--- src/ids_pkg.sv ---
// constants and types shared by the dispatch and skip-test logic
`default_nettype none
package ids_pkg;
	localparam int IR_W   = 13;
	localparam int DREG_W = 19;
	localparam int DADR_W = 9;
	localparam int VA_W   = 18;
	// apb register byte offsets
	localparam logic [7:0] REG_CTRL   = 8'h00;
	localparam logic [7:0] REG_STATUS = 8'h04;
	localparam logic [7:0] REG_VADDR  = 8'h08;
	localparam logic [7:0] REG_DISP   = 8'h0C;
	localparam int CTRL_STROBE_BIT = 0;
	localparam int STAT_DEV_POS    = 13;
	localparam int STAT_IO_BIT     = 16;
	localparam int STAT_TEST_BIT   = 17;
	localparam int STAT_SKIP_BIT   = 18;
	localparam int STAT_NEXT_INSTR_COND_DISPATCH_BIT = 19;
	localparam int STAT_DLOAD_BIT  = 20;
	// reset values
	localparam logic [0:IR_W-1]   RST_IR   = 13'h0000;
	localparam logic [0:DREG_W-1] RST_DREG = 19'h00000;
	localparam logic [VA_W-1:0]   RST_VA   = 18'h00000;
	// dispatch register field positions, msb-first numbering
	localparam int DREG_B_POS = 3;
	localparam int DREG_J_POS = 8;
	// opcode and address mapping
	localparam logic [2:0] IO_PREFIX = 3'h7;
	localparam logic [2:0] IO_FILL   = 3'h7;
	localparam logic [DADR_W-1:0] OPC_UNCOND_JUMP = 9'h0AC;
	localparam logic [DADR_W-1:0] OPC_FLAG_JUMP   = 9'h0AD;
	localparam logic [2:0] SKIP_IF_EQUAL_CODE = 3'h1;
	localparam logic [0:8] MAGIC_COMP_FETCH   = 9'h081;
	localparam logic [0:8] MAGIC_JUMP_FETCH   = 9'h042;
	// internal device select codes, octal value shown as hex
	localparam logic [8:0] DEV_CODE_PROC  = 9'h000;
	localparam logic [8:0] DEV_CODE_INTR  = 9'h004;
	localparam logic [8:0] DEV_CODE_PAGE  = 9'h008;
	localparam logic [8:0] DEV_CODE_CACHE = 9'h00C;
	localparam logic [8:0] DEV_CODE_TIMER = 9'h010;
	localparam logic [8:0] DEV_CODE_METER = 9'h014;
	localparam logic [8:0] DEV_CODE_FREE  = 9'h018;
	typedef enum logic [2:0] {
		DEV_PROCESSOR_STATUS, DEV_INTERRUPT_SYSTEM, DEV_PAGING, DEV_CACHE_CONTROL,
		DEV_TIMER, DEV_METER, DEV_UNUSED, DEV_EXTERNAL
	} ids_dev_type;
endpackage
`default_nettype wire

--- src/ids_dispatch_top.sv ---
// instruction and dispatch registers, skip test and address steering
// How it works
// - dispatch register is 19 clocked-load bits
// - instruction load triggers dispatch load next clock
// - dispatch register updates one clock after instruction
// - next-instruction dispatch flag captured with control store
// - opcode top bits all ones means io
// - io address: 0-2, 7-9 ored 111, 10-12
// - io select is bits 3-9, internal if 3-6 zero
// - internal codes 000 to 024, 030 unused
// - nonzero bits 3-6 mean external device
// - other opcodes address same-numbered dispatch word
// - jump opcodes 254 and 255 use own locations
// - unconditional jump: j4 zero, j7-10 from ir
// - jump bits 00, 05, 06 not implemented
// - test pass is b0 xor resultant
// - skip-if-equal code 1 has sense bit zero
// - resultant: adder zero, b01 clear, magic #07
// - pc+1 select adds one unless inhibited
// - magic #01 with fetch and pass skips
// - skip outside interrupt cycle makes pc+2
// - address load needs select and fail-or-not-jump
// - jump fetch blocks skip, failed test loads pc+1
// - skips pick pc+1/pc+2, jumps target/pc+1
// - instruction register takes adder or cache data
//
// Design decisions made here: the register offsets and the APB slave port.
`default_nettype none
module ids_dispatch_top
	import ids_pkg::*;
(
	input  wire logic               pclk,
	input  wire logic               presetn,
	input  wire logic [7:0]         paddr,
	input  wire logic               psel,
	input  wire logic               penable,
	input  wire logic               pwrite,
	input  wire logic [31:0]        pwdata,
	output logic [31:0]             prdata,
	output logic                    pready,
	output logic                    pslverr,
	input  wire logic [0:IR_W-1]    adder_out,
	input  wire logic [0:IR_W-1]    cache_data,
	input  wire logic               mb_xfer,
	input  wire logic               load_instruction_cond,
	input  wire logic               next_instr_cond_dispatch,
	input  wire logic               control_store_load,
	input  wire logic [0:DREG_W-1]  dispatch_ram_data,
	input  wire logic               adder_zero,
	input  wire logic [0:8]         magic_number,
	input  wire logic               mem_fetch,
	input  wire logic               conditional_jump_function,
	input  wire logic               interrupt_service_cycle,
	input  wire logic               sequential_increment_inhibit,
	input  wire logic               address_select_bit_a,
	input  wire logic               address_select_bit_b,
	input  wire logic [VA_W-1:0]    pc,
	input  wire logic [VA_W-1:0]    jump_target,
	output logic [0:IR_W-1]         instr_reg,
	output logic [0:3]              instr_accum_field_reg,
	output logic [0:DADR_W-1]       dispatch_addr,
	output logic [0:DREG_W-1]       dispatch_reg,
	output logic                    dispatch_reg_load,
	output logic                    next_instr_cond_dispatch_latched,
	output logic                    io_opcode_detect,
	output ids_dev_type             device_class,
	output logic                    unconditional_jump_family,
	output logic                    flag_test_jump,
	output logic                    test_pass,
	output logic                    skip_taken,
	output logic                    address_increment,
	output logic [VA_W-1:0]         virtual_address_register
);
	logic                ir_load;
	logic                diag_strobe;
	logic [0:DREG_W-1]   next_dispatch;
	logic                pc1_func;
	logic                vma_load;
	logic [VA_W-1:0]     adder_a;
	logic [VA_W-1:0]     next_vma;
	logic [1:0]          incr;
	logic                wr_en;
	logic                rd_setup;
	logic                addr_ok;
	logic [31:0]         status_word;

	// console strobe reuses the normal load path for diagnostics
	assign ir_load = load_instruction_cond | diag_strobe;

	ids_addr_map u_addr_map (
		.instr                     (instr_reg),
		.dispatch_addr             (dispatch_addr),
		.io_opcode_detect          (io_opcode_detect),
		.unconditional_jump_family (unconditional_jump_family),
		.flag_test_jump            (flag_test_jump),
		.device_class              (device_class)
	);

	ids_test_eval u_test_eval (
		.b_field                 (dispatch_reg[DREG_B_POS +: 3]),
		.adder_zero              (adder_zero),
		.magic_number            (magic_number),
		.mem_fetch               (mem_fetch),
		.interrupt_service_cycle (interrupt_service_cycle),
		.test_pass               (test_pass),
		.skip_taken              (skip_taken),
		.address_increment       (address_increment)
	);

	// instruction register and accumulator field, adder unless mb transfer
	always_ff @(posedge pclk or negedge presetn) begin
		if (!presetn) begin
			instr_reg <= RST_IR;
			instr_accum_field_reg <= 4'h0;
		end else if (ir_load) begin
			instr_reg <= mb_xfer ? cache_data : adder_out;
			instr_accum_field_reg <= mb_xfer ? cache_data[9:12] : adder_out[9:12];
		end
	end

	// dispatch load trails the instruction load by exactly one clock
	always_ff @(posedge pclk or negedge presetn) begin
		if (!presetn) begin
			dispatch_reg_load <= 1'b0;
		end else begin
			dispatch_reg_load <= ir_load;
		end
	end

	// ram word reshaped: missing jump bits stay zero, jump family remaps
	always_comb begin
		next_dispatch = dispatch_ram_data;
		next_dispatch[DREG_J_POS + 0] = 1'b0;
		next_dispatch[DREG_J_POS + 5] = 1'b0;
		next_dispatch[DREG_J_POS + 6] = 1'b0;
		if (unconditional_jump_family) begin
			next_dispatch[DREG_J_POS + 4] = 1'b0;
			next_dispatch[DREG_J_POS + 7 +: 4] = instr_reg[9:12];
		end
	end

	// ram is addressed by the register loaded one clock earlier
	always_ff @(posedge pclk or negedge presetn) begin
		if (!presetn) begin
			dispatch_reg <= RST_DREG;
		end else if (dispatch_reg_load) begin
			dispatch_reg <= next_dispatch;
		end
	end

	// next-instruction dispatch flag, same edge as control store load
	always_ff @(posedge pclk or negedge presetn) begin
		if (!presetn) begin
			next_instr_cond_dispatch_latched <= 1'b0;
		end else if (control_store_load) begin
			next_instr_cond_dispatch_latched <= next_instr_cond_dispatch;
		end
	end

	// address adder: pc plus one unless inhibited, or jump target; plus one more on a skip
	always_comb begin
		pc1_func = ~address_select_bit_a & address_select_bit_b;
		adder_a = pc1_func ? pc : jump_target;
		incr = {1'b0, pc1_func & ~sequential_increment_inhibit}
			+ {1'b0, address_increment};
		next_vma = adder_a + {{(VA_W-2){1'b0}}, incr};
	end

	// a passed jump test keeps the target already held
	assign vma_load = (address_select_bit_a | address_select_bit_b)
		& (~test_pass | ~conditional_jump_function);

	always_ff @(posedge pclk or negedge presetn) begin
		if (!presetn) begin
			virtual_address_register <= RST_VA;
		end else if (vma_load) begin
			virtual_address_register <= next_vma;
		end
	end

	// apb slave, zero wait states; read data caught in the setup cycle
	assign wr_en = psel & penable & pwrite;
	assign rd_setup = psel & ~penable & ~pwrite;
	assign addr_ok = (paddr == REG_CTRL) | (paddr == REG_STATUS)
		| (paddr == REG_VADDR) | (paddr == REG_DISP);
	assign pready = 1'b1;
	assign pslverr = psel & penable & ~addr_ok;

	always_comb begin
		status_word = 32'h00000000;
		status_word[IR_W-1:0] = instr_reg;
		status_word[STAT_DEV_POS +: 3] = device_class;
		status_word[STAT_IO_BIT] = io_opcode_detect;
		status_word[STAT_TEST_BIT] = test_pass;
		status_word[STAT_SKIP_BIT] = skip_taken;
		status_word[STAT_NEXT_INSTR_COND_DISPATCH_BIT] = next_instr_cond_dispatch_latched;
		status_word[STAT_DLOAD_BIT] = dispatch_reg_load;
	end

	// strobe is a self-clearing one-clock pulse
	always_ff @(posedge pclk or negedge presetn) begin
		if (!presetn) begin
			diag_strobe <= 1'b0;
		end else begin
			diag_strobe <= wr_en & (paddr == REG_CTRL) & pwdata[CTRL_STROBE_BIT];
		end
	end

	always_ff @(posedge pclk or negedge presetn) begin
		if (!presetn) begin
			prdata <= 32'h00000000;
		end else if (rd_setup) begin
			case (paddr)
				REG_CTRL:   prdata <= 32'h00000000;
				REG_STATUS: prdata <= status_word;
				REG_VADDR:  prdata <= {{(32-VA_W){1'b0}}, virtual_address_register};
				REG_DISP:   prdata <= {{(32-DREG_W){1'b0}}, dispatch_reg};
				default:    prdata <= 32'h00000000;
			endcase
		end
	end

	// checks on the load sequence, mapping and address steering
	chk_dreg_follows_ir: assert property (@(posedge pclk) disable iff (!presetn)
		ir_load |=> dispatch_reg_load)
		else $error("dispatch load did not follow instruction load");

	chk_dreg_one_late: assert property (@(posedge pclk) disable iff (!presetn)
		ir_load ##1 !ir_load |=> !dispatch_reg_load ##0 $stable(instr_reg))
		else $error("dispatch load not exactly one clock after instruction load");

	chk_ir_source: assert property (@(posedge pclk) disable iff (!presetn)
		ir_load && !mb_xfer |=> instr_reg == $past(adder_out))
		else $error("instruction register did not take adder output");

	chk_next_instr_cond_dispatch_capture: assert property (@(posedge pclk) disable iff (!presetn)
		control_store_load |=> next_instr_cond_dispatch_latched == $past(next_instr_cond_dispatch))
		else $error("next-instruction dispatch flag not captured");

	chk_io_address: assert property (@(posedge pclk) disable iff (!presetn)
		io_opcode_detect |-> dispatch_addr[3:5] == IO_FILL
			&& dispatch_addr[6:8] == instr_reg[10:12])
		else $error("io dispatch address malformed");

	chk_plain_address: assert property (@(posedge pclk) disable iff (!presetn)
		!io_opcode_detect |-> dispatch_addr == instr_reg[0:8])
		else $error("non-io dispatch address differs from opcode");

	chk_external_dev: assert property (@(posedge pclk) disable iff (!presetn)
		io_opcode_detect && instr_reg[3:6] != 4'h0 |-> device_class == DEV_EXTERNAL)
		else $error("external device select misclassified");

	chk_missing_jbits: assert property (@(posedge pclk) disable iff (!presetn)
		dispatch_reg_load |=> !dispatch_reg[DREG_J_POS] && !dispatch_reg[DREG_J_POS + 5]
			&& !dispatch_reg[DREG_J_POS + 6])
		else $error("unimplemented jump bit set");

	chk_jump_family_load: assert property (@(posedge pclk) disable iff (!presetn)
		dispatch_reg_load && unconditional_jump_family |=> !dispatch_reg[DREG_J_POS + 4]
			&& dispatch_reg[DREG_J_POS + 7 +: 4] == $past(instr_reg[9:12]))
		else $error("jump family dispatch bits wrong");

	chk_skip_pc2: assert property (@(posedge pclk) disable iff (!presetn)
		address_increment && pc1_func && !sequential_increment_inhibit
			&& vma_load |=> virtual_address_register == $past(pc) + 18'h00002)
		else $error("skip did not yield pc+2");

	chk_jump_keeps_target: assert property (@(posedge pclk) disable iff (!presetn)
		conditional_jump_function && test_pass |=> $stable(virtual_address_register))
		else $error("passed jump test reloaded the address");

	chk_jump_no_skip: assert property (@(posedge pclk) disable iff (!presetn)
		magic_number == MAGIC_JUMP_FETCH |-> !skip_taken)
		else $error("jump fetch produced a skip");

	cov_skip: cover property (@(posedge pclk) disable iff (!presetn)
		magic_number == MAGIC_COMP_FETCH && address_increment);
	cov_jump_hold: cover property (@(posedge pclk) disable iff (!presetn)
		conditional_jump_function && test_pass);
	cov_io_timer: cover property (@(posedge pclk) disable iff (!presetn)
		io_opcode_detect && device_class == DEV_TIMER);
	cov_jump_load: cover property (@(posedge pclk) disable iff (!presetn)
		ir_load ##1 dispatch_reg_load && unconditional_jump_family);
endmodule // ids_dispatch_top
`default_nettype wire

--- src/ids_addr_map.sv ---
// opcode to dispatch-ram address mapping and device classing
`default_nettype none
module ids_addr_map
	import ids_pkg::*;
(
	input  wire logic [0:IR_W-1]   instr,
	output logic [0:DADR_W-1]      dispatch_addr,
	output logic                   io_opcode_detect,
	output logic                   unconditional_jump_family,
	output logic                   flag_test_jump,
	output ids_dev_type            device_class
);
	logic [8:0] sel_code;

	// io opcodes use the compressed address form
	always_comb begin
		io_opcode_detect = (instr[0:2] == IO_PREFIX);
		sel_code = {instr[3:9], 2'b00};
		if (io_opcode_detect) begin
			dispatch_addr = {instr[0:2], instr[7:9] | IO_FILL, instr[10:12]};
		end else begin
			dispatch_addr = instr[0:8];
		end
	end

	// jump families decode straight from the opcode
	assign unconditional_jump_family = (instr[0:8] == OPC_UNCOND_JUMP);
	assign flag_test_jump            = (instr[0:8] == OPC_FLAG_JUMP);

	// nonzero bits 3-6 mean a device off the processor
	always_comb begin
		if (instr[3:6] != 4'h0) begin
			device_class = DEV_EXTERNAL;
		end else begin
			case (sel_code)
				DEV_CODE_PROC:  device_class = DEV_PROCESSOR_STATUS;
				DEV_CODE_INTR:  device_class = DEV_INTERRUPT_SYSTEM;
				DEV_CODE_PAGE:  device_class = DEV_PAGING;
				DEV_CODE_CACHE: device_class = DEV_CACHE_CONTROL;
				DEV_CODE_TIMER: device_class = DEV_TIMER;
				DEV_CODE_METER: device_class = DEV_METER;
				default:        device_class = DEV_UNUSED;
			endcase
		end
	end
endmodule // ids_addr_map
`default_nettype wire

--- src/ids_test_eval.sv ---
// test-satisfied and skip-satisfied evaluation
`default_nettype none
module ids_test_eval
	import ids_pkg::*;
(
	input  wire logic [0:2] b_field,
	input  wire logic       adder_zero,
	input  wire logic [0:8] magic_number,
	input  wire logic       mem_fetch,
	input  wire logic       interrupt_service_cycle,
	output logic            test_pass,
	output logic            skip_taken,
	output logic            address_increment
);
	logic resultant;

	// only the equal term: adder zero with b01 clear and magic #07 set
	assign resultant = adder_zero & ~b_field[1] & magic_number[7];
	// b00 picks the sense; skip-if-equal code 1 keeps it clear
	assign test_pass = b_field[0] ^ resultant;
	// jump fetch magic has #01 clear, so it never skips
	assign skip_taken = magic_number[1] & mem_fetch & test_pass;
	// an interrupt cycle must not lose the instruction by skipping
	assign address_increment = skip_taken & ~interrupt_service_cycle;
endmodule // ids_test_eval
`default_nettype wire

--- config.mk ---
export PLATFORM = sky130hd
export DESIGN_NAME = ids_dispatch_top
export DESIGN_NICKNAME = d
export VERILOG_FILES = /design/src/ids_pkg.sv /design/src/ids_dispatch_top.sv /design/src/ids_addr_map.sv /design/src/ids_test_eval.sv
export SDC_FILE = /design/constraint.sdc
export NUM_CORES = 1
export LEC_CHECK = 0
export BUFFER_PORTS_ARGS = -buffer_cell sky130_fd_sc_hd__buf_2
export CORE_MARGIN = 5
export CORE_UTILIZATION = 48
export CTS_CLUSTER_SIZE = 8
export DETAILED_ROUTE_END_ITERATION = 10
export GPL_TIMING_DRIVEN = 1
export PLACE_DENSITY = 0.94
export RECOVER_POWER = 100
export SLEW_MARGIN = 20
export SYNTH_ARGS = -nofsm -noshare
export SYNTH_HDL_FRONTEND = slang
export SYNTH_HIERARCHICAL = 1
export SYNTH_SLANG_ARGS = --single-unit
--- constraint.sdc ---
create_clock -name pclk -period 4.9 [get_ports pclk]
set_input_delay 0.735 -clock pclk [delete_from_list [all_inputs] [get_ports pclk]]
set_output_delay 0.735 -clock pclk [all_outputs]
set_load 0.03 [all_outputs]
==> impl_metrics.csv, run 1 <==
group,metric,value,unit
synth,synth_top_area_share,0.413,
synth,seq_area_frac_synth,0.413,
synth,synthCells,447,
setup_path,critPathRequiredTime,5.10,ns
drt,vias,4085,
synth,synth_commonest_cells,"dfrtp_1 (71), nand2_1 (69), mux2i_1 (34), mux2_2 (31), nor2_1 (26)",
finish,antenna_cells,0,
power,power.switching,0.000606,W
global_routing,grt_pass1_wl,20600,um
synth,synthDistinctLibCells,59,
synth,synth.area.top_cells,"dfrtp_1 (41%), mux2_2 (8.1%), mux2i_1 (7.9%)",
synth,syn-mean-instance-area,9.62,um2
power,ir_drop,123,uV
drt,ant_nets,0,
timing,setup_violations,0,
timing,final_max_slew_viol_count,108,
finish,fin_nets,770,
setup_path,startpoint_type,"register",
timing,timing.final.crit_share,0.644,
setup_path,endpoint_kind,"register",
hold_path,min_path_type,"reg -> reg",
synth,synth_edf_count,0,
cts,clkSinkCount,71,
cts,cts-hold-fix-buffers,0,
timing,fin_skew,0.0110,ns
timing,rsz0062_at_grt,"no",
synth,ys_seq_elements,71,
power,clock_power_share,0.289,
cts,cts_setup_buffers,0,
timing,fin_crit,3.16,ns
synth,synth_most_common_cell,"dfrtp_1",
setup_path,critPathArrivalTime,3.36,ns
drt,wl_per_cell,17.9,um
global_routing,grt_max_degree,72,
drt,wl,13100,um
floorplan,die_w,105,um
hold_path,min_path_cells,2,
floorplan,rows,34,
global_routing,antenna_found_initial,0,
global_routing,overflow,0,
status,status,"finished, violations left",
place,gp_congestion,0.882,
power,power_density,318,nW/um2
setup_path,path_class,"reg -> reg",
floorplan,fp.dieArea,10900,um2
timing,finalHoldViolations,0,
synth,ys.flop_type,"dfrtp_1",
place,port_buffers,197,
cts,path_clk_slew,0.07,ns
power,power.total,0.00167,W
power,leakagePower,2.37,nW
power,swShare,0.362,
finish,final_layout_size_suffix_gt1_frac,0.254,
flow_run,cap_violations,2,
power,seq_power_share,0.423,
finish,fin_util,0.604,
setup_path,reg2reg_depth,7,
timing,fmax,317,MHz
cts,cts_tree,"yes",
drt,route.detailed.drc,0,
timing,fin_tns_setup,0,ns
finish,synthToLayoutAreaGrowth,22.5,%
synth,netlist_area,4300,um2
floorplan,fp.dieH,105,um
cts,root_buffer,"clkbuf_8",
floorplan,start_util,0.493,
timing,worst_pin_slew,1.98,ns
drt,dr.pass1.iters,6,
cts,post_cts_resized,0,
synth,synth_warnings,6,
global_routing,grt.total_usage,0.229,
power,internal_power,0.00107,W
drt,drt_iter0_drc,190,
global_routing,grt_pass1_vias,4040,
power,p_comb_frac,0.289,
cts,cts_buffer_depth,2,
cts,numCtsBuffers,9,
synth,synth_async_sr_flop_share,1.00,
floorplan,io_pins,254,
floorplan,core,8720,um2
drt,via_per_inst,5.56,
status,violations,"max-capacitance violations, max-slew violations",
setup_path,cp_max_fo,35,
finish,largest_reg_flops,21,
finish,fillCellCount,802,
place,dp_hpwl,10400,um
timing,slew_headroom,-0.328,
cts,htree_levels,3,
cts,clkLatencyLatePin,0.33,ns
synth,synth_top_cell_by_area,"dfrtp_1",
[power by group through the flow]
stage | clock (W) | sequential [W] | combinational, W
CTS | 0.000491 | 0.000707 | 0.000509
floorplan | 0 | 0.000800 | 0.000250
detailed placement | 0 | 0.000719 | 0.000507
global placement | 0 | 0.000715 | 0.000493
global route | 0.000524 | 0.000716 | 0.000520
finish | 0.000483 | 0.000708 | 0.000484
[metal layers]
metal | vias to the layer above | GRT usage | wire length (um)
met1 | 1930 | 0.280 | 5110
met3 | 28 | 0.0567 | 1280
li1 | 1911 | - | -
met2 | 216 | 0.390 | 6480
met4 | 0 | 0.0877 | 267
met5 | - | 0 | 0
[cell families (layout without fill, tap and decap cells)]
logic type / after synthesis / after routing / share of synthesized area
other cells: 2 / 15 / 0.00175
compound gates: 92 / 92 / 0.139
xor+xnor: 6 / 6 / 0.0122
buf+inv: 52 / 219 / 0.0690
mux: 72 / 72 / 0.185
simple gates: 150 / 150 / 0.172
fa+ha+maj: 2 / 2 / 0.00757
flops: 71 / 71 / 0.413
[metrics by stage]
step | setup WS, ns | cell area [um2] | hold WS (ns) | cells
final | 1.74 | 5270 | 0.489 | 735
after global routing | 1.47 | 5270 | 0.506 | 735
after CTS | 1.92 | 5420 | 0.482 | 735
after detailed placement | 1.66 | 5210 | 0.465 | 719
after global placement | 1.74 | 5210 | 0.458 | 719
after floorplan | 1.73 | 4350 | 0.439 | 460
[worst paths after layout]
path / start / to / slack (ns)
worst max-delay path: dispatch_reg[4] / virtual_address_register[17] / 1.74
worst min register to register: prdata[8] / prdata[8] / 0.49
max in group asynchronous: presetn / prdata[7] / 3.01
worst max register to register: dispatch_reg[4] / virtual_address_register[17] / 1.74
min in group asynchronous: presetn / dispatch_reg[17] / 0.83
worst min-delay path: prdata[8] / prdata[8] / 0.49
[worst max-delay path: stages, from the launching register on]
cell,delay [ns]
dfrtp_1,0.43
and3b_1,0.32
xor2_1,0.36
nand2_1,0.13
o21ai_1,1.05
nor2_1,0.21
a221oi_1,0.40
nand3b_1,0.11
[cell usage in the layout, fill, tap and decap left out, drive strengths merged, types with 5 or more instances in the layout]
| cell type | synthesis | final |
|---|---|---|
| a21oi | 17 | 17 |
| nor2 | 26 | 26 |
| conb | 2 | 15 |
| mux2i | 37 | 37 |
| nor3 | 6 | 6 |
| nor4 | 7 | 7 |
| a22oi | 19 | 19 |
| buf | 35 | 107 |
| o21ai | 25 | 25 |
| nand2 | 69 | 69 |
| clkbuf | 14 | 106 |
| dfrtp | 71 | 71 |
| mux2 | 35 | 35 |
| nand4 | 5 | 5 |
| nand3 | 9 | 9 |
| o31ai | 8 | 8 |
[cell type report]
class | count | area [um2] | area share
clock inverters | 3 | 40.0 | 0.00760
inverters | 3 | 11.3 | 0.00214
clock buffers | 13 | 169 | 0.0321
multi-input cells | 337 | 2240 | 0.426
well taps | 108 | 135 | 0.0257
repair buffers | 200 | 891 | 0.169
flip-flops and latches | 71 | 1780 | 0.337
Power figures use the tool's default switching activity.
==> run 2, diff against run 1 <==
--- a/config.mk
+++ b/config.mk
@@ -5,13 +5,14 @@
 export SDC_FILE = /design/constraint.sdc
 export NUM_CORES = 1
 export LEC_CHECK = 0
+export ABC_AREA = 1
 export BUFFER_PORTS_ARGS = -buffer_cell sky130_fd_sc_hd__buf_2
 export CORE_MARGIN = 5
-export CORE_UTILIZATION = 48
+export CORE_UTILIZATION = 45
 export CTS_CLUSTER_SIZE = 8
 export DETAILED_ROUTE_END_ITERATION = 10
 export GPL_TIMING_DRIVEN = 1
-export PLACE_DENSITY = 0.94
+export PLACE_DENSITY = 0.88
 export RECOVER_POWER = 100
 export SLEW_MARGIN = 20
 export SYNTH_ARGS = -nofsm -noshare
==> constraint.sdc (replaced) <==
create_clock -name pclk -period 2.95 [get_ports pclk]
set_input_delay 0.4425 -clock pclk [delete_from_list [all_inputs] [get_ports pclk]]
set_output_delay 0.4425 -clock pclk [all_outputs]
set_load 0.03 [all_outputs]
==> impl_metrics.csv, run 2 <==
group,metric,value,unit
status,status,"finished, violations left",
status,violations,"max-capacitance violations, max-slew violations",
finish,fillCellCount,1034,
cts,cts_buffer_depth,2,
floorplan,io_pins,254,
drt,met1_length,5950,um
synth,synth_warnings,6,
synth,synthDistinctLibCells,38,
drt,wl_per_cell,14.2,um
floorplan,start_util,0.465,
setup_path,reg2reg_depth,11,
synth,synth_most_common_cell,"nand2_1",
timing,setup_violations,0,
cts,clkLatencyLatePin,0.34,ns
finish,final_common_cell,"nand2_1",
place,port_buffers,197,
timing,timing.final.ws_setup,0.508,ns
timing,fin_crit,2.44,ns
timing,timing.final.crit_share,0.828,
finish,antenna_cells,0,
timing,fin_tns_setup,0,ns
synth,synth_top_cell_by_area,"dfrtp_1",
finish,synthToLayoutAreaGrowth,21.8,%
hold_path,hold_start,"dispatch_ram_data[0]",
hold_path,min_path_type,"in -> reg",
setup_path,cp_max_fo,21,
drt,met2_length,6980,um
timing,slew_headroom,-0.143,
cts,numCtsBuffers,9,
finish,final_layout_size_suffix_gt1_frac,0.184,
power,clock_power_share,0.277,
cts,path_clk_slew,0.07,ns
drt,dr.pass1.iters,5,
global_routing,grt.total_usage,0.225,
power,swShare,0.382,
synth,syn-mean-instance-area,6.78,um2
setup_path,startpoint_type,"register",
synth,synth_commonest_cells,"nand2_1 (299), dfrtp_1 (71), inv_1 (62), nor2_1 (38), nand3_1 (29)",
synth,synth-simple-area-share,0.390,
synth,synth_xor_area_frac,0,
finish,fin_nets,1003,
synth,netlist_area,4570,um2
cts,post_cts_resized,0,
finish,layout_common_cells,"nand2_1 (300), buf_2 (106), clkbuf_1 (93)",
synth,ys.flop_type,"dfrtp_1",
place,dp_slack,0.468,ns
finish,fin_util,0.567,
power,leakagePower,2.97,nW
drt,wl_met3,867,um
synth,synth.area.top_cells,"dfrtp_1 (39%), nand2_1 (25%), inv_1 (5.1%)",
cts,htree_levels,3,
setup_path,r2r_end,"virtual_address_register[3]",
power,p_comb_frac,0.287,
floorplan,core,9820,um2
timing,final_max_slew_viol_count,72,
timing,rsz0062_at_grt,"no",
timing,fin_skew,0.0109,ns
floorplan,rows,36,
timing,worst_pin_slew,1.71,ns
drt,drt_iter0_drc,262,
cts,cts-hold-fix-buffers,0,
synth,seq_area_frac_synth,0.389,
power,internal_power,0.00163,W
synth,synth-compound-area-share,0.0885,
synth,synthCells,673,
hold_path,min_path_cells,3,
global_routing,grt_pass1_vias,4543,
cts,cts_setup_buffers,0,
drt,highest_layer,"met5",
setup_path,r2r-start,"dispatch_reg[4]",
hold_path,min_to,"dispatch_reg[0]",
setup_path,endpoint_kind,"register",
synth,synth_async_sr_flop_share,1.00,
floorplan,fp.dieH,111,um
power,power_density,475,nW/um2
cts,root_buffer,"clkbuf_8",
floorplan,die_w,111,um
power,ir_drop,209,uV
flow_run,cap_violations,1,
drt,wl,14100,um
drt,vias,4803,
setup_path,path_class,"reg -> reg",
synth,ys_seq_elements,71,
synth,synth_top_area_share,0.389,
place,dp_hpwl,11500,um
global_routing,grt_pass1_wl,22700,um
timing,fmax,409,MHz
global_routing,antenna_found_initial,1,
place,gp_congestion,0.859,
drt,route.detailed.drc,0,
synth,synthAdderAreaFrac,0.00713,
timing,finalHoldViolations,0,
global_routing,overflow,0,
synth,synth_top_family_by_area,"simple AND/OR/NAND/NOR gates",
setup_path,rrSetupSlack,0.51,ns
setup_path,critPathRequiredTime,3.15,ns
setup_path,critPathArrivalTime,2.64,ns
power,power.switching,0.00101,W
synth,synth_edf_count,0,
finish,largest_reg_flops,21,
power,seq_power_share,0.436,
cts,cts_tree,"yes",
global_routing,grt_max_degree,72,
synth,muxShareOfSynthArea,0,
drt,ant_nets,0,
cts,clkSinkCount,71,
floorplan,fp.dieArea,12300,um2
drt,via_per_inst,4.84,
[run 2: changes by cell type in the layout (fill, tap and decap cells not counted), sizes merged, moves of 6 or more]
| cell | change |
|---|---|
| a22oi | -19 |
| nor2 | +22 |
| a21oi | -11 |
| mux2i | -37 |
| o21ai | +11 |
| nand2 | +245 |
| o31ai | -6 |
| mux2 | -35 |
| nor4 | -6 |
| nand3 | +24 |
| o211ai | +11 |
| inv | +63 |
| a31oi | +6 |
[run 2: how the worst max path moves through the flow]
stage | startpoint | to | slack, ns
after floorplan | paddr[1] | pslverr | 0.62
after global placement | address_select_bit_b | virtual_address_register[16] | 0.52
after detailed placement | address_select_bit_b | virtual_address_register[16] | 0.47
after CTS | dispatch_reg[4] | virtual_address_register[16] | 0.64
after global routing | dispatch_reg[4] | virtual_address_register[3] | 0.26
final | dispatch_reg[4] | virtual_address_register[3] | 0.51
[run 2: kinds of logic after synthesis]
group                      after synthesis
adders and majority gates                2
DFF                                     71
and+or+nand+nor                        414
other                                    2
AOI/OAI and AO/OA                       69
buffers and inverters                  115
[run 2: layer usage]
metal | up-vias | global-route usage
met4 | 2 | 0.0714
met2 | 183 | 0.378
met3 | 22 | 0.0513
met1 | 2164 | 0.288
li1 | 2432 | -
met5 | - | 0
[run 2: cell type report]
class | instances | area (um2) | area share
clock buffer | 9 | 124 | 0.0223
tap | 133 | 166 | 0.0299
sequential | 71 | 1780 | 0.319
inverter | 70 | 267 | 0.0479
timing repair buffer | 203 | 907 | 0.163
multi-input combinational | 500 | 2260 | 0.406
clock inverter | 6 | 62.6 | 0.0112
[run 2: per-stage QoR]
stage                     cell area (um2)  instances  hold slack [ns]  total power (W)
after CTS                            5710        992            0.245          0.00270
after detailed placement             5520        977            0.462          0.00196
after floorplan                      4610        686            0.147          0.00169
final                                5560        992            0.300          0.00264
after global routing                 5560        992            0.305          0.00279
after global placement               5520        977            0.458          0.00195
[run 2: critical path, cell delays in order, from the launching register on]
cell and delay [ns]:
dfrtp_1 0.41, inv_1 0.08, nand3_1 0.06, nand2_1 0.09
nand2_1 0.05, inv_1 0.11, nand2_1 0.13, o21ai_0 0.11
clkbuf_1 0.51, inv_1 0.46, nand3_1 0.20, o21ai_0 0.09
[run 2: power groups by stage]
stage / registers (W) / logic (W) / clock network (W)
after global placement: 0.00117 / 0.000784 / 0
final: 0.00115 / 0.000759 / 0.000731
after floorplan: 0.00131 / 0.000382 / 0
after global routing: 0.00116 / 0.000830 / 0.000795
after detailed placement: 0.00117 / 0.000798 / 0
after CTS: 0.00115 / 0.000800 / 0.000747
==> run 3, diff against run 2 <==
==> constraint.sdc (replaced) <==
create_clock -name pclk -period 2.6 [get_ports pclk]
set_input_delay 0.39 -clock pclk [delete_from_list [all_inputs] [get_ports pclk]]
set_output_delay 0.39 -clock pclk [all_outputs]
set_load 0.03 [all_outputs]
==> impl_metrics.csv, run 3 (synthesis gave the netlist of run 2 again) <==
group,metric,value,unit
status,status,"finished, violations left",
status,violations,"max-capacitance violations, max-slew violations",
cts,cts_buffer_depth,2,
timing,fmax,430,MHz
global_routing,overflow,0,
timing,fin_skew,0.00823,ns
global_routing,met2_usage,0.391,
cts,cts_setup_buffers,0,
global_routing,grt.total_usage,0.229,
finish,finish.instance_area,5540,um2
floorplan,die_w,111,um
place,dpl.cell_count,979,
finish,fin_nets,1005,
cts,cts_tree,"yes",
setup_path,critPathRequiredTime,2.83,ns
timing,fin_tns_setup,0,ns
finish,synthToLayoutAreaGrowth,21.4,%
setup_path,cp_max_fo,5,
setup_path,critPathArrivalTime,2.55,ns
finish,fillCellCount,1043,
power,power_density,528,nW/um2
power,leakagePower,2.98,nW
cts,clkLatencyLatePin,0.34,ns
place,dp_slack,0.212,ns
drt,via_per_inst,4.80,
setup_path,path_class,"reg -> reg",
floorplan,rows,36,
setup_path,rrSetupSlack,0.27,ns
cts,htree_levels,3,
timing,timing.final.crit_share,0.895,
floorplan,io_pins,254,
setup_path,startpoint_type,"register",
timing,slew_headroom,-0.127,
timing,worst_pin_slew,1.69,ns
finish,final_cells,993,
power,ir_drop,210,uV
global_routing,grt_pass1_wl,23000,um
power,swShare,0.382,
power,power.total,0.00293,W
timing,timing.final.ws_setup,0.273,ns
power,power.switching,0.00112,W
finish,final_layout_size_suffix_gt1_frac,0.181,
hold_path,min_path_cells,3,
power,p_comb_frac,0.294,
floorplan,core,9820,um2
global_routing,grt_max_degree,72,
drt,wl_per_cell,14.1,um
finish,layout_common_cells,"nand2_1 (299), buf_2 (107), clkbuf_1 (94)",
timing,final_max_slew_viol_count,72,
global_routing,grtUsageMet1,0.282,
place,gp_congestion,0.859,
cts,clkSinkCount,71,
cts,cts-hold-fix-buffers,0,
hold_path,min_path_type,"in -> reg",
flow_run,cap_violations,1,
drt,dr.pass1.iters,4,
floorplan,fp.dieH,111,um
timing,rsz0062_at_grt,"no",
setup_path,r2r-start,"dispatch_reg[4]",
hold_path,hold_start,"dispatch_ram_data[7]",
drt,ant_nets,0,
setup_path,r2r_end,"virtual_address_register[16]",
floorplan,start_util,0.465,
drt,route.detailed.drc,0,
global_routing,grt-busiest-layer,"met2",
drt,wl,14000,um
global_routing,antenna_found_initial,1,
place,dp_hpwl,11400,um
hold_path,min_to,"dispatch_reg[7]",
cts,numCtsBuffers,9,
power,seq_power_share,0.448,
power,internal_power,0.00181,W
finish,largest_reg_flops,21,
drt,vias,4770,
floorplan,fp.dieArea,12300,um2
drt,drt_iter0_drc,343,
timing,fin_crit,2.33,ns
global_routing,grt_pass1_vias,4606,
power,clock_power_share,0.258,
cts,post_cts_resized,0,
cts,root_buffer,"clkbuf_8",
global_routing,use_met3,0.0502,
setup_path,reg2reg_depth,14,
place,place_area,5540,um2
setup_path,endpoint_kind,"register",
timing,finalHoldViolations,0,
cts,path_clk_slew,0.07,ns
finish,antenna_cells,0,
timing,setup_violations,0,
place,port_buffers,197,
finish,final_common_cell,"nand2_1",
[run 3: changes by cell type in the layout (fill, tap and decap cells not counted), sizes merged]
cell / delta
clkinv: -1
bufinv: -1
clkbuf: +3
clkinvlp: -3
buf: +3
[run 3: how the worst max path moves through the flow]
stage	startpoint	endpoint	slack [ns]	depth (start not counted)
3_5_place_dp	address_select_bit_b	virtual_address_register[16]	0.21	14
2_1_floorplan	dispatch_reg[4]	virtual_address_register[16]	0.28	15
6_report	dispatch_reg[4]	virtual_address_register[16]	0.27	14
5_1_grt	dispatch_reg[4]	virtual_address_register[14]	0.05	14
4_1_cts	dispatch_reg[4]	virtual_address_register[16]	0.26	14
3_3_place_gp	address_select_bit_b	virtual_address_register[16]	0.30	14
[run 3: layout make-up]
type	count	area [um2]	area share
multi-input cells	500	2250	0.405
flip-flops and latches	71	1780	0.320
repair buffers	205	923	0.167
inverters	70	267	0.0481
well taps	133	166	0.0300
clock buffers	13	159	0.0287
clock inverters	1	5.00	0.000903
[run 3: metal layers]
metal	part of all wire	up-vias
li1	-	2426
met1	0.42	2159
met2	0.50	159
met3	0.059	24
met4	0.021	2
met5	0.00050	-
[run 3: through the flow]
stage | hold WS (ns) | util
finish | 0.252 | 0.565
global route | 0.233 | 0.565
CTS | 0.186 | 0.580
detailed placement | 0.461 | 0.564
global placement | 0.458 | 0.564
floorplan | 0.0944 | -
[run 3: critical path: stages, from the launching register on]
cell and delay, ns:
dfrtp_1 0.42, inv_1 0.09, nand4_1 0.10, nand3_1 0.15, nor2_2 0.08, fa_1 0.50, ha_1 0.24, nand3_1 0.13
inv_1 0.09, nand2_2 0.12, inv_2 0.07, nand3b_1 0.08, nand2_1 0.05, nand2_1 0.05, nand2_1 0.06
[run 3: power by group through the flow]
| stage | Combinational [W] | Sequential (W) | Clock (W) |
|---|---|---|---|
| floorplan | 0.000434 | 0.00148 | 0 |
| global placement | 0.000890 | 0.00133 | 0 |
| detailed placement | 0.000902 | 0.00133 | 0 |
| CTS | 0.000904 | 0.00131 | 0.000774 |
| global route | 0.000940 | 0.00133 | 0.000828 |
| finish | 0.000859 | 0.00131 | 0.000756 |
